==> src/design/scp_pkg.sv <==
package scp_pkg;

    // ------------------------------------------------------------
    // Bus geometry
    // ------------------------------------------------------------
    localparam int          ADDR_W      = 12;
    localparam int          DATA_W      = 32;
    localparam int          REG_W       = 8;

    // Register indices and their byte addresses (index times four)
    localparam logic [7:0]  IDX_CONTROL = 8'h61;
    localparam logic [7:0]  IDX_TRIM    = 8'h66;
    localparam logic [ADDR_W-1:0] ADDR_CONTROL = 12'h184;
    localparam logic [ADDR_W-1:0] ADDR_TRIM    = 12'h198;

    // ------------------------------------------------------------
    // Control register layout and values
    // ------------------------------------------------------------
    localparam int          PCE_BIT     = 7;
    localparam int          SEL_LSB     = 0;
    localparam int          SEL_W       = 4;
    localparam logic [7:0]  UNLOCK_VAL  = 8'h80;
    localparam logic [3:0]  SEL_DIV1    = 4'h0;
    localparam logic [3:0]  SEL_DIV8    = 4'h3;
    localparam logic [3:0]  SEL_MAX     = 4'h8;
    localparam logic [7:0]  LIM_MAX     = 8'hFF;

    // Trim register layout
    localparam int          RANGE_BIT   = 7;
    localparam int          FINE_W      = 7;

    // Change-enable window, in clock cycles
    localparam logic [1:0]  PCE_LAST    = 2'h3;

    // Bus responses
    localparam logic [1:0]  RESP_OKAY   = 2'h0;
    localparam logic [1:0]  RESP_DECERR = 2'h3;

    // ------------------------------------------------------------
    // Channel payloads
    // ------------------------------------------------------------
    typedef struct packed {
        logic [ADDR_W-1:0] addr;
        logic [2:0]        prot;
    } scp_addr_s;

    typedef struct packed {
        logic [DATA_W-1:0] data;
        logic [3:0]        strb;
    } scp_wdata_s;

    typedef struct packed {
        logic [DATA_W-1:0] data;
        logic [1:0]        resp;
    } scp_rdata_s;

endpackage

==> src/design/scp_prescaler.sv <==
// The AXI4-Lite slave port was chosen for this implementation.
`timescale 1ns/100ps
module scp_prescaler
(
    input  wire logic                      aclk,
    input  wire logic                      aresetn,
    input  wire logic                      s_axi_awvalid,
    output logic                           s_axi_awready,
    input  wire scp_pkg::scp_addr_s        s_axi_aw,
    input  wire logic                      s_axi_wvalid,
    output logic                           s_axi_wready,
    input  wire scp_pkg::scp_wdata_s       s_axi_w,
    output logic                           s_axi_bvalid,
    input  wire logic                      s_axi_bready,
    output logic [1:0]                     s_axi_bresp,
    input  wire logic                      s_axi_arvalid,
    output logic                           s_axi_arready,
    input  wire scp_pkg::scp_addr_s        s_axi_ar,
    output logic                           s_axi_rvalid,
    input  wire logic                      s_axi_rready,
    output scp_pkg::scp_rdata_s            s_axi_r,
    input  wire logic                      clock_out_fuse,
    input  wire logic                      divide_by_eight_fuse,
    input  wire logic [7:0]                factory_trim,
    output logic                           io_clock_en,
    output logic                           core_clock_en,
    output logic                           flash_clock_en,
    output logic                           clock_out_pin_o,
    output logic                           clock_out_pin_oe,
    output logic [7:0]                     rc_osc_trim,
    output logic                           trim_range_bit,
    output logic [6:0]                     trim_fine
);

    // ------------------------------------------------------------
    // Declarations
    // ------------------------------------------------------------
    logic                   aw_have_q;
    logic                   w_have_q;
    logic [11:0]            aw_addr_q;
    logic [31:0]            w_data_q;
    logic [3:0]             w_strb_q;
    logic                   bvalid_q;
    logic [1:0]             bresp_q;
    logic                   rvalid_q;
    scp_pkg::scp_rdata_s    r_q;

    logic                   pce_q;
    logic [1:0]             pce_cnt_q;
    logic [3:0]             sel_q;
    logic                   pend_q;
    logic [7:0]             pend_lim_q;
    logic [7:0]             lim_q;
    logic [7:0]             count_q;
    logic                   tick_q;
    logic [7:0]             trim_q;

    logic                   wr_go;
    logic                   wr_ctrl;
    logic                   wr_trim;
    logic                   wr_hit;
    logic [7:0]             wr_byte;
    logic                   wr_unlock;
    logic                   wr_select;
    logic                   rd_go;
    logic                   rd_ctrl;
    logic                   rd_trim;
    logic [7:0]             ctrl_view;
    logic [7:0]             sel_lim;
    logic [3:0]             reset_sel;
    logic                   tick_now;
    logic [7:0]             count_d;

    // ------------------------------------------------------------
    // Write channel capture
    // ------------------------------------------------------------
    // Each channel is taken on its own handshake
    // Ready drops while a beat is held
    // Both beats held: write executes once
    // Execution waits for the previous response
    // No queue: one write held, one awaiting response at most
    // Held beats cleared when the write executes
    // A fresh beat may arrive from the next cycle
    // Earliest answer: two edges after handshake
    // Address and data may arrive in either order
    assign s_axi_awready = !aw_have_q;
    assign s_axi_wready  = !w_have_q;
    assign wr_go         = aw_have_q && w_have_q && !bvalid_q;

    // Hold write address and data until both are present
    always_ff @(posedge aclk)
    begin
        if (!aresetn)
        begin
            aw_have_q <= 1'b0;
            w_have_q  <= 1'b0;
            aw_addr_q <= 12'h000;
            w_data_q  <= 32'h00000000;
            w_strb_q  <= 4'h0;
        end
        else
        begin
            if (s_axi_awvalid && s_axi_awready)
            begin
                aw_have_q <= 1'b1;
                aw_addr_q <= s_axi_aw.addr;
            end
            else if (wr_go)
                aw_have_q <= 1'b0;
            if (s_axi_wvalid && s_axi_wready)
            begin
                w_have_q <= 1'b1;
                w_data_q <= s_axi_w.data;
                w_strb_q <= s_axi_w.strb;
            end
            else if (wr_go)
                w_have_q <= 1'b0;
        end
    end

    // ------------------------------------------------------------
    // Write decode
    // ------------------------------------------------------------
    // Registers are one byte wide
    // Upper lanes are accepted and dropped
    // Lane 0 strobe low: write has no effect
    // Unmapped address: nothing changes
    // Unmapped address still gets a response
    // Unlock needs the exact unlock byte
    // Bits six to four also must be zero
    // Select write needs the enable bit clear
    // Select write needs the window open
    // Decode is purely combinational
    // Only byte lane 0 carries register data
    assign wr_byte   = w_data_q[7:0];
    assign wr_hit    = (aw_addr_q == scp_pkg::ADDR_CONTROL) ||
                       (aw_addr_q == scp_pkg::ADDR_TRIM);
    assign wr_ctrl   = wr_go && w_strb_q[0] && (aw_addr_q == scp_pkg::ADDR_CONTROL);
    assign wr_trim   = wr_go && w_strb_q[0] && (aw_addr_q == scp_pkg::ADDR_TRIM);
    // Unlock only on exact 0x80, others zero
    assign wr_unlock = wr_ctrl && (wr_byte == scp_pkg::UNLOCK_VAL);
    // Select write needs open window and cleared enable bit
    assign wr_select = wr_ctrl && pce_q && !wr_byte[scp_pkg::PCE_BIT];

    // Write response
    always_ff @(posedge aclk)
    begin
        if (!aresetn)
        begin
            bvalid_q <= 1'b0;
            bresp_q  <= scp_pkg::RESP_OKAY;
        end
        else if (wr_go)
        begin
            bvalid_q <= 1'b1;
            bresp_q  <= wr_hit ? scp_pkg::RESP_OKAY : scp_pkg::RESP_DECERR;
        end
        else if (s_axi_bready)
            bvalid_q <= 1'b0;
    end

    assign s_axi_bvalid = bvalid_q;
    assign s_axi_bresp  = bresp_q;

    // ------------------------------------------------------------
    // Change-enable window
    // ------------------------------------------------------------
    // Window guards select against stray writes
    // Opens on the unlock write edge
    // Counter starts at zero on that edge
    // Enable reads set for four edges
    // Closes at the fifth edge at the latest
    // A select write closes it at once
    // Select on the closing edge still lands
    // Unlock inside the window changes nothing
    // No restart, so the window cannot be held
    // Window state is visible in bit seven
    // Reset closes the window
    // Counter width covers exactly four edges
    // Set by unlock, closed after four cycles or by a select write
    always_ff @(posedge aclk)
    begin
        if (!aresetn)
        begin
            pce_q     <= 1'b0;
            pce_cnt_q <= 2'h0;
        end
        else if (pce_q)
        begin
            // A second unlock is ignored here
            pce_cnt_q <= pce_cnt_q + 2'h1;
            if (wr_select || pce_cnt_q == scp_pkg::PCE_LAST)
                pce_q <= 1'b0;
        end
        else if (wr_unlock)
        begin
            pce_q     <= 1'b1;
            pce_cnt_q <= 2'h0;
        end
    end

    // ------------------------------------------------------------
    // Select register and pending factor
    // ------------------------------------------------------------
    // Select stored as written, reserved codes too
    // Stored code reads back unchanged
    // Terminal count is factor minus one
    // Factor one: terminal count zero
    // Factor 256: terminal count all ones
    // Count queued, not applied at once
    // Queued count waits for an old boundary
    // Applying mid-period would shorten a period
    // A short period would be a glitch
    // Second select before boundary overwrites queue
    // Reset value comes from the fuse
    // Fuse is only looked at during reset
    // Code to terminal count; reserved codes fall back to 256
    assign sel_lim = (wr_byte[3:0] > scp_pkg::SEL_MAX) ? scp_pkg::LIM_MAX :
                     8'((9'h001 << wr_byte[3:0]) - 9'h001);

    // Reset value from the divide-by-eight fuse
    assign reset_sel = divide_by_eight_fuse ? scp_pkg::SEL_DIV8
                                            : scp_pkg::SEL_DIV1;

    // Store select and queue its terminal count for the next boundary
    always_ff @(posedge aclk)
    begin
        if (!aresetn)
        begin
            sel_q      <= reset_sel;
            pend_q     <= 1'b0;
            pend_lim_q <= 8'h00;
        end
        else if (wr_select)
        begin
            sel_q      <= wr_byte[3:0];
            pend_q     <= 1'b1;
            pend_lim_q <= sel_lim;
        end
        else if (tick_now)
            pend_q <= 1'b0;
    end

    // ------------------------------------------------------------
    // Prescale counter
    // ------------------------------------------------------------
    // Counter wraps at the terminal count
    // Wrap point gives one tick per period
    // Tick registered, so enables are glitch free
    // Limit swapped only as the counter wraps
    // Old period always finishes in full
    // New period then starts from zero
    // Never a period shorter than old or new
    // Change takes effect within old plus new
    // Counter held at zero during reset
    // Reset limit matches the reset select
    // Count value never reaches the bus
    // No software can predict the swap edge
    // Counter runs every undivided cycle and is never readable
    assign tick_now = (count_q == lim_q);
    assign count_d  = tick_now ? 8'h00 : count_q + 8'h01;

    // New factor only at an old-period boundary
    always_ff @(posedge aclk)
    begin
        if (!aresetn)
        begin
            count_q <= 8'h00;
            lim_q   <= divide_by_eight_fuse ? 8'h07 : 8'h00;
            tick_q  <= 1'b0;
        end
        else
        begin
            count_q <= count_d;
            tick_q  <= tick_now;
            if (tick_now && pend_q)
                lim_q <= pend_lim_q;
        end
    end

    // ------------------------------------------------------------
    // Divided clock enables and clock pin
    // ------------------------------------------------------------
    // Divided domains are clock enables here
    // Each enable is high one cycle per period
    // Factor one: enables stay high
    // All three share one register, never skew
    // Pin shows the tick stream, not a square wave
    // Pin driven whenever the fuse is set
    // Pin overrides the normal port function
    // Reset: pin follows the undivided clock
    // Fuse clear: pin driver off, value low
    // Pin logic uses no second clock
    // One tick feeds every divided domain
    assign io_clock_en      = tick_q;
    assign core_clock_en    = tick_q;
    assign flash_clock_en   = tick_q;
    // Pin overrides its port function while the fuse is set
    assign clock_out_pin_oe = clock_out_fuse;
    // Divided tick in run, undivided while reset holds
    assign clock_out_pin_o  = clock_out_fuse && (!aresetn || tick_q);

    // ------------------------------------------------------------
    // Oscillator trim
    // ------------------------------------------------------------
    // Trim drives the oscillator directly
    // Top bit selects the range
    // Lower bits tune inside the range
    // Written value takes effect next cycle
    // Factory value at reset, software may overwrite
    always_ff @(posedge aclk)
    begin
        if (!aresetn)
            trim_q <= factory_trim;
        else if (wr_trim)
            trim_q <= wr_byte;
    end

    assign rc_osc_trim    = trim_q;
    assign trim_range_bit = trim_q[scp_pkg::RANGE_BIT];
    assign trim_fine      = trim_q[scp_pkg::FINE_W-1:0];

    // ------------------------------------------------------------
    // Read channel
    // ------------------------------------------------------------
    // One read in flight at most
    // Address ready drops while data waits
    // Data held until the read is accepted
    // Unmapped read returns zero with error
    // Bits six to four read as zero
    assign ctrl_view     = {pce_q, 3'h0, sel_q};
    assign s_axi_arready = !rvalid_q;
    assign rd_go         = s_axi_arvalid && s_axi_arready;
    assign rd_ctrl       = (s_axi_ar.addr == scp_pkg::ADDR_CONTROL);
    assign rd_trim       = (s_axi_ar.addr == scp_pkg::ADDR_TRIM);

    // Registered read data and response
    always_ff @(posedge aclk)
    begin
        if (!aresetn)
        begin
            rvalid_q <= 1'b0;
            r_q      <= '0;
        end
        else if (rd_go)
        begin
            rvalid_q  <= 1'b1;
            r_q.data  <= rd_ctrl ? {24'h000000, ctrl_view} :
                         rd_trim ? {24'h000000, trim_q} : 32'h00000000;
            r_q.resp  <= (rd_ctrl || rd_trim) ? scp_pkg::RESP_OKAY
                                              : scp_pkg::RESP_DECERR;
        end
        else if (s_axi_rready)
            rvalid_q <= 1'b0;
    end

    assign s_axi_rvalid = rvalid_q;
    assign s_axi_r      = r_q;

endmodule

==> config.mk <==
export PLATFORM = sky130hd
export DESIGN_NAME = scp_prescaler
export DESIGN_NICKNAME = d
export VERILOG_FILES = /design/src/design/scp_pkg.sv /design/src/design/scp_prescaler.sv
export SDC_FILE = /design/constraint.sdc
export NUM_CORES = 1
export LEC_CHECK = 0
export BUFFER_PORTS_ARGS = -buffer_cell sky130_fd_sc_hd__buf_2
export CORE_MARGIN = 4
export CORE_UTILIZATION = 24
export CTS_BUF_LIST = sky130_fd_sc_hd__clkbuf_8
export CTS_CLUSTER_SIZE = 10
export DETAILED_ROUTE_END_ITERATION = 12
export HOLD_SLACK_MARGIN = 0.08
export PLACE_DENSITY_LB_ADDON = 0.1
export SYNTH_ARGS = -nofsm -noshare
export SYNTH_HDL_FRONTEND = slang
export SYNTH_SLANG_ARGS = --single-unit
==> constraint.sdc <==
create_clock -name aclk -period 2.03 [get_ports aclk]
set_input_delay 0.609 -clock aclk [delete_from_list [all_inputs] [get_ports aclk]]
set_output_delay 0.609 -clock aclk [all_outputs]
set_load 0.005 [all_outputs]
# Word-level counts from Yosys, hierarchy flattened
# Cells that the tools add are included.
# Widths: inputs -> output; s select.
# op_classes
eq_ne,10
order_cmp,1
mux,27
add_sub_neg,3
reduce_logical,30
bitwise_logic,1
shifts,1
# op_table
operator,n
$mux 8,7
$eq 12x9->1 const B,4
$logic_and 1x1->1,13
$mux 1,12
$reduce_bool 2->1,6
$mux 2,5
$add 8x1->8 const B,1
$eq 8x8->1,1
$eq 8x8->1 const B,1
$mux 4,2
$shl 1x4->8 const A,1
$sub 8x1->8 const B,1
$logic_not 1->1,6
$ne 2x1->1 const B,3
$gt 4x4->1 const B,1
$logic_or 1x1->1,4
$mux 3,1
$add 2x1->2 const B,1
$eq 2x2->1 const B,1
$reduce_or 2->1,1
$not 1->1,1
# totals
regBits,102
input_bits,83

# Logic depth before layout (Yosys ltp)
# Gate-level depths: netlist of the first run.
# depth
ltp_word,9
depth_mapped,7

# Least setup slack after synthesis of the first run
# Ideal clock, no wire load.
# synth_timing
path_kind,reg-to-reg
from,register w_data_q[1]
to,register pend_lim_q[6]
setup_slack_ns,-0.169
synth_period_minus_slack_ns,2.199
setup_time_ns,0.070
n_path_buf,1
arrival_ns,2.128
stages_incl_launch_ff,8
t_required_ns,1.960
cell_sequence,dfxtp_1 > clkbuf_1 > or4b_2 > ha_1 > nand3b_1 > a21oi_1 > or4_1 > a21oi_1
# synth_via
elab_chain_len,3
# synth_rtl
element,line,text
start: declaration,scp_prescaler.sv:41,logic [31:0] w_data_q;
start signal: assignment,scp_prescaler.sv:113,w_data_q <= s_axi_w.data;
$shl 1x4->8,scp_prescaler.sv:219,8'((9'h001 << wr_byte[3:0]) - 9'h001);
$sub 8x1->8,scp_prescaler.sv:219,
$mux 8 (*),scp_prescaler.sv:218,assign sel_lim = (wr_byte[3:0] > scp_pkg::SEL_MAX) ? scp_pkg::LIM_MAX :
end signal: assignment,scp_prescaler.sv:238,pend_lim_q <= sel_lim;
end: declaration,scp_prescaler.sv:52,logic [7:0] pend_lim_q;
# Every way passes the cells marked *; elsewhere a longest branch is shown, timed or not.
# A chain may end at the register's enable or synchronous reset.

# Worst setup path in the final report of the first run
# Ends and elaborated chain as after synthesis.

==> results_dict.tcl, run 1 <==
set metrics [dict create \
    synth_area_leader_cell "dfxtp_1" \
    outcome "completed" \
    dr.pass1.iters 6 \
    dieArea_um2 16410 \
    cts_max_path_buffers 2 \
    area_delta_synth_final_pct 25.84 \
    synth_seq_area_share 0.4973 \
    skew_ps 9.050 \
    synthCells 374 \
    diodes 0 \
    synth_edf_count 20 \
    total_power_mw 3.432 \
    peakVddDrop_v 0.0004362 \
    clkTransAtPathRegs_ps 80 \
    yosys.area.top_type_share 0.3238 \
    hold_path.class "flop to flop" \
    synth.distinct_cells 52 \
    synth_seq_cells 76 \
    viasPerCell 4.281 \
    p_per_area_nw_per_um2 787.8 \
    cts-root-buf "clkbuf_8" \
    syn_area_um2 3462 \
    coreArea_um2 13990 \
    rsz0062_at_grt "false" \
    min_period_ps 1922 \
    portBuffers 87 \
    grt_max_degree 36 \
    routabilityCongestion 0.7423 \
    critPathKind "flop to flop" \
    via_count 2800 \
    p_leak_nw 1.884 \
    drtIter0Drc 124 \
    avgRoutedWirePerCell_um 12.97 \
    cts.sinks 76 \
    rrSetupSlack_ps 110 \
    fp-row-count 43 \
    drive_gt1_frac 0.3143 \
    htree_levels 3 \
    final_cell_mix "87 x buf_2, 67 x nand2_1, 54 x dfxtp_1" \
    worstMarginPinSlew_ps 757.7 \
    worstSetupStartpointType "flop" \
    final_cells 654 \
    dpl.cell_count 639 \
    grt_first_pass_wirelength_mm 13.63 \
    cap_violations 0 \
    dieHeight_um 128.1 \
    cp.required_ps 2310 \
    insertion_delay_ps 350 \
    drc_errors 0 \
    slew_viol_final 0 \
    start_util 0.2475 \
    hold_violations 0 \
    synthTopCellsByArea "dfxtp_1 32%, edfxtp_1 17%, buf_4 8.0%" \
    max-slew-margin-rel 0.4918 \
    cp.arrival_ps 2200 \
    finalSetupViolCount 0 \
    cts_tree "done" \
    ant_nets 0 \
    layout_commonest_cell "buf_2" \
    synth-main-ff-cell "dfxtp_1" \
    io_pins 145 \
    totalWireLength_mm 8.485 \
    endpoint_kind "flop" \
    cts_buffers 9 \
    grt_antenna_before_repair 0 \
    hpwl_mm 6.486 \
    grt_pass1_vias 2706 \
    crit_fanout 5 \
    overflow 0 \
    fp.dieW_um 128.1 \
    async_flop_share 0 \
    grtUsageTotal 0.1047 \
    yosys_warnings 0 \
    nets 556 \
    avgSynthCellArea_um2 9.257 \
    fmax_mhz 520.3 \
    n_fill_cell 1542 \
    period_share 0.9467 \
]
[worst max-delay path: stages (launching register included)]
cell and delay [ps]:
dfxtp_2 340, or4b_4 550, ha_4 190, nand3b_1 100
a21oi_1 60, or4_1 470, a21oi_1 150
[flip-flops by register name (all words and copies together), names as in the netlist]
signal,count
aw_addr_q,12
s_axi_r,9
count_q,8
lim_q,8
pend_lim_q,8
rc_osc_trim,8
w_data_q,8
sel_q,4
pce_cnt_q,2
aw_have_q,1
core_clock_en,1
pce_q,1
pend_q,1
s_axi_bresp,1
s_axi_bvalid,1
s_axi_rvalid,1
w_have_q,1
w_strb_q,1
[cells by family after synthesis]
kind of cell | after synthesis | synth area share
AOI/OAI and AO/OA | 69 | 0.1200
and+or+nand+nor | 136 | 0.1937
adders and majority gates | 3 | 0.01084
buffers and inverters | 65 | 0.1106
xor gates and xnor gates | 15 | 0.03795
DFF | 76 | 0.4973
muxes | 9 | 0.02855
other | 1 | 0.001083
[metrics by stage]
stage	area, um^2	hold WS (ps)	setup WS [ps]	setup TNS, ps	utilization
after floorplan	3578	428.3	6.482	0	-
after global placement	4108	437.9	-73.41	-586.3	0.2936
after detailed placement	4108	440.5	-115.9	-925.8	0.2936
after CTS	4350	459.9	58.28	0	0.3110
after global routing	4357	478.7	8.034	0	0.3114
final	4357	449.8	108.1	0	0.3114
[cells in the mapped netlist (4+ instances only)]
cell,instances
a21oi_1,30
a22oi_1,4
and2_1,6
buf_4,37
clkbuf_1,12
dfxtp_1,56
edfxtp_1,20
inv_1,12
mux2_2,7
nand2_1,67
nand2b_1,4
nand3_1,7
nor2_1,16
nor3_1,4
o21ai_0,15
o31ai_1,4
or3_1,4
xnor2_1,10
xor2_1,5
[layer usage]
metal  wire [um]  global-route usage  vias to the layer above
met5           0                   0                        -
met4          90             0.03184                        0
met3         389             0.02958                        7
met2        4030              0.1710                       71
met1        3974              0.1344                     1306
li1            -                   -                     1416
[report_power, final]
part	switching (mW)	internal, mW
clock	0.552	0.840
combinational	0.198	0.179
sequential	0.0432	1.62
total	0.793	2.64
[final timing paths]
path,from,endpoint,depth (start not counted)
setup / recovery,w_data_q[1],pend_lim_q[6],6
hold / removal,s_axi_r[4],s_axi_r[4],2
setup reg to reg,w_data_q[1],pend_lim_q[6],6
hold reg to reg,s_axi_r[4],s_axi_r[4],2
[area by class of cell]
cell class              instances  area (um^2)  share of cell area
multi-input cells             256         1469              0.3372
well taps                     180        225.2             0.05169
repair buffers                114        650.6              0.1493
clock inverters                 5        100.1             0.02298
flip-flops and latches         76         1724              0.3957
inverters                      13        50.05             0.01149
clock buffers                  10        137.6             0.03159
[repair_timing]
action                     CTS  global route
gates resized for setup      1             3
pin swaps                    0             0
hold endpoints to repair     0             0
hold buffers                 0             0
setup buffers                0             0
setup endpoints to repair    8             1
Note: power is estimated with default switching activity, not from simulation.
==> run 2, diff against run 1 <==
CORE_UTILIZATION = 45   (was 24)
SKIP_LAST_GASP = 1   (was unset)
==> results_dict.tcl, run 2 (synthesis results as in run 1) <==
set metrics [dict create \
    drive_gt1_frac 0.3079 \
    viasPerCell 4.811 \
    via_count 2742 \
    dpl_cell_area_um2 3971 \
    final_cells 570 \
    outcome "completed" \
    largest_register "aw_addr_q" \
    largest_reg_flops 12 \
    fmax_mhz 518.2 \
    final_core_util 0.5771 \
    avgRoutedWirePerCell_um 12.91 \
    p_per_area_nw_per_um2 836.3 \
    grt_max_degree 36 \
    comb_power_share 0.101 \
    max-slew-margin-rel 0.4678 \
    drtIter0Drc 76 \
    hold_path.class "flop to flop" \
    diodes 0 \
    final_cell_mix "87 x buf_2, 67 x nand2_1, 55 x dfxtp_1" \
    drc_errors 0 \
    cp.required_ps 2300 \
    critPathKind "flop to flop" \
    io_pins 145 \
    cts_buffers 9 \
    worstMarginPinSlew_ps 796.6 \
    nets 553 \
    setup_tns_ps 0 \
    total_power_mw 3.556 \
    p_sw_frac 0.2144 \
    p_int_mw 2.794 \
    ant_nets 0 \
    cts_max_path_buffers 2 \
    dieHeight_um 95.71 \
    area_delta_synth_final_pct 22.84 \
    fp-row-count 31 \
    reg2reg_depth 6 \
    insertion_delay_ps 340 \
    start_util 0.4698 \
    crit_fanout 5 \
    fp.dieW_um 95.71 \
    cap_violations 0 \
    fin_area_um2 4253 \
    dr.pass1.iters 4 \
    holdWs_ps 452.8 \
    grt_antenna_before_repair 0 \
    fin_ws_ps 100.2 \
    p_leak_nw 1.878 \
    hpwl_mm 5.642 \
    cts_tree "done" \
    period_share 0.9506 \
    sequentialPowerShare 0.468 \
    routabilityCongestion 0.7654 \
    cts-root-buf "clkbuf_8" \
    cts.sinks 76 \
    htree_levels 3 \
    hold_depth 2 \
    switchingPower_mw 0.7624 \
    coreArea_um2 7370 \
    dp_slack_ps -96.92 \
    clkTransAtPathRegs_ps 70 \
    grt_first_pass_wirelength_mm 11.34 \
    overflow 0 \
    min_period_ps 1930 \
    cp.arrival_ps 2200 \
    layout_commonest_cell "buf_2" \
    slew_viol_final 0 \
    finalSetupViolCount 0 \
    skew_ps 10.86 \
    grtUsageTotal 0.1605 \
    totalWireLength_mm 7.360 \
    dpl.cell_count 555 \
    worstSetupStartpointType "flop" \
    hold_violations 0 \
    power.share.clock 0.431 \
    peakVddDrop_v 0.0004167 \
    endpoint_kind "flop" \
    portBuffers 87 \
    dieArea_um2 9160 \
    grt_pass1_vias 2462 \
]
## run 2: cell count changes in the layout (fill, tap and decap cells not counted)
cell       change
dfxtp_2        -1
clkbuf_8       +1
dfxtp_1        +1
buf_12         -1
clkinv_2       -2
buf_4          -2
bufinv_16      +1
## run 2: layer usage
layer  wire length (um)  part of all wire  GRT usage  vias up
met2               3399              0.46     0.2536       85
met4                107             0.015    0.07109        0
met1               3395              0.46     0.2143     1237
met3                457             0.062    0.02971        9
li1                   -                 -          -     1411
met5                  0                 0          0        -
## run 2: area by class of cell
type                    instances  area [um^2]
clock buffers                  11        151.4
fillers                       706         3117
flip-flops and latches         76         1723
inverters                      13        50.05
clock inverters                 4        120.1
well taps                      99        123.9
multi-input cells             256         1469
repair buffers                111        615.6
## run 2: critical path: stages, from the launching register on
cell and delay (ps):
dfxtp_1 340, or4_4 570, ha_4 190, nand3b_1 100, a21oi_1 60, or4_1 460, a21oi_1 140
## run 2: path summary, 6_finish.rpt
path	start	endpoint	slack, ps
hold reg to reg	aw_addr_q[8]	aw_addr_q[8]	450
setup reg to reg	w_data_q[0]	pend_lim_q[6]	100
setup / recovery	w_data_q[0]	pend_lim_q[6]	100
hold / removal	aw_addr_q[8]	aw_addr_q[8]	450
## run 2: power by group through the flow
stage          clock network (mW)  logic, mW  registers, mW
5_1_grt                      1.63      0.410           1.67
2_1_floorplan                   0      0.257           1.69
4_1_cts                      1.56      0.361           1.66
3_5_place_dp                    0      0.359           1.70
6_report                     1.53      0.361           1.66
3_3_place_gp                    0      0.353           1.70
## run 2: repair_timing
item                                    CTS  global route
endpoints found under the setup margin    8             2
setup buffers                             0             0
resized for setup                         1             2
hold buffers                              0             0
==> run 3, diff against run 2 <==
CORE_UTILIZATION = 43   (was 45)
CTS_BUF_LIST = unset   (was sky130_fd_sc_hd__clkbuf_8)
==> results_dict.tcl, run 3 (synthesis results as in run 1) <==
set metrics [dict create \
    area_delta_synth_final_pct 22.41 \
    setup_tns_ps 0 \
    crit_fanout 5 \
    grt_first_pass_wirelength_mm 11.85 \
    cts-root-buf "clkbuf_8" \
    grt_max_degree 36 \
    diodes 0 \
    largest_register "aw_addr_q" \
    final_cell_mix "87 x buf_2, 67 x nand2_1, 56 x dfxtp_1" \
    slew_viol_final 0 \
    dieHeight_um 97.73 \
    insertion_delay_ps 340 \
    io_pins 145 \
    fin_ws_ps 106.0 \
    dp_slack_ps -46.60 \
    cts.sinks 76 \
    fp.dieW_um 97.73 \
    crit_top_cell "a21oi_1" \
    dieArea_um2 9551 \
    finalSetupViolCount 0 \
    totalWireLength_mm 7.240 \
    worstMarginPinSlew_ps 722.6 \
    worstSetupStartpointType "flop" \
    viasPerCell 4.752 \
    dr.pass1.iters 5 \
    cts_tree "done" \
    avgRoutedWirePerCell_um 12.64 \
    peakVddDrop_v 0.0004311 \
    p_leak_nw 1.863 \
    fp-row-count 32 \
    largest_reg_flops 12 \
    period_share 0.9478 \
    layout_commonest_cell "buf_2" \
    routabilityCongestion 0.7173 \
    hold_violations 0 \
    portBuffers 87 \
    n_fill_cell 772 \
    min_period_ps 1924 \
    rsz0062_at_grt "false" \
    nets 552 \
    clkTransAtPathRegs_ps 70 \
    grt_pass1_vias 2599 \
    endpoint_kind "flop" \
    overflow 0 \
    outcome "completed" \
    cts_setup_buffers 0 \
    drc_errors 0 \
    cp.arrival_ps 2200 \
    crit_slowest_cell "or4b_4" \
    cts_max_path_buffers 2 \
    grtUsageTotal 0.1516 \
    ant_nets 0 \
    max-slew-margin-rel 0.5183 \
    drive_gt1_frac 0.3036 \
    grt_antenna_before_repair 0 \
    critPathMaxStageDelay_ps 560 \
    holdWs_ps 454.9 \
    hpwl_mm 5.525 \
    drtIter0Drc 68 \
    cts_buffers 9 \
    fmax_mhz 519.7 \
    seq_area_um2 1722 \
    path_cells "or4b_4 > ha_4 > nand3b_1 > a21oi_1 > or4_1 > a21oi_1" \
    dpl.cell_count 557 \
    skew_ps 9.444 \
    coreArea_um2 7767 \
    p_per_area_nw_per_um2 807.9 \
    hold_path.class "flop to flop" \
    htree_levels 3 \
    cp.required_ps 2300 \
    critPathKind "flop to flop" \
    final_cells 573 \
    via_count 2723 \
    start_util 0.4457 \
    cap_violations 0 \
    multiInputGateArea_um2 1475 \
]
[run 3: per-stage QoR]
stage	util	total power [mW]	area (um^2)
floorplan	-	1.947	3578
CTS	0.5443	3.468	4228
detailed placement	0.5108	2.061	3968
finish	0.5456	3.424	4238
global placement	0.5108	2.055	3968
global route	0.5456	3.565	4238
[run 3: layout make-up]
class | instances | share of cell area
clock buffer | 13 | 0.04517
clock inverter | 3 | 0.01506
multi-input combinational | 256 | 0.3481
tap | 102 | 0.03012
sequential | 76 | 0.4063
inverter | 13 | 0.01181
timing repair buffer | 110 | 0.1435
[run 3: path summary, 6_finish.rpt]
path,start,endpoint,slack (ps),depth (start not counted)
min,s_axi_r[3],s_axi_r[3],450,2
max reg2reg,w_data_q[1],pend_lim_q[6],110,6
max,w_data_q[1],pend_lim_q[6],110,6
min reg2reg,s_axi_r[3],s_axi_r[3],450,2
[run 3: worst max-delay path, delay by kind of cell, from the launching register on]
kind                     cells  cell delay [ps]
AND/OR/NAND/NOR              3             1120
adder cells (fa/ha/maj)      1              190
flip-flops                   1              340
AO/OA/AOI/OAI                2              200
[run 3: what timing repair did]
action                     CTS  global route
hold buffers                 0             0
pin swaps                    0             0
gates resized for setup      1             2
setup endpoints to repair    8             2
[run 3: power breakdown]
part	internal [mW]	switching [mW]	leakage, nW
Clock	0.872	0.523	0.128
Sequential	1.62	0.0401	0.660
Combinational	0.175	0.193	1.08
[run 3: layer usage]
| layer | track usage | wire, um | up-vias |
|---|---|---|---|
| met2 | 0.2673 | 3665 | 56 |
| met3 | 0.04214 | 360 | 9 |
| li1 | - | - | 1404 |
| met5 | 0 | 0 | - |
| met1 | 0.1787 | 3127 | 1254 |
| met4 | 0.04792 | 87 | 0 |
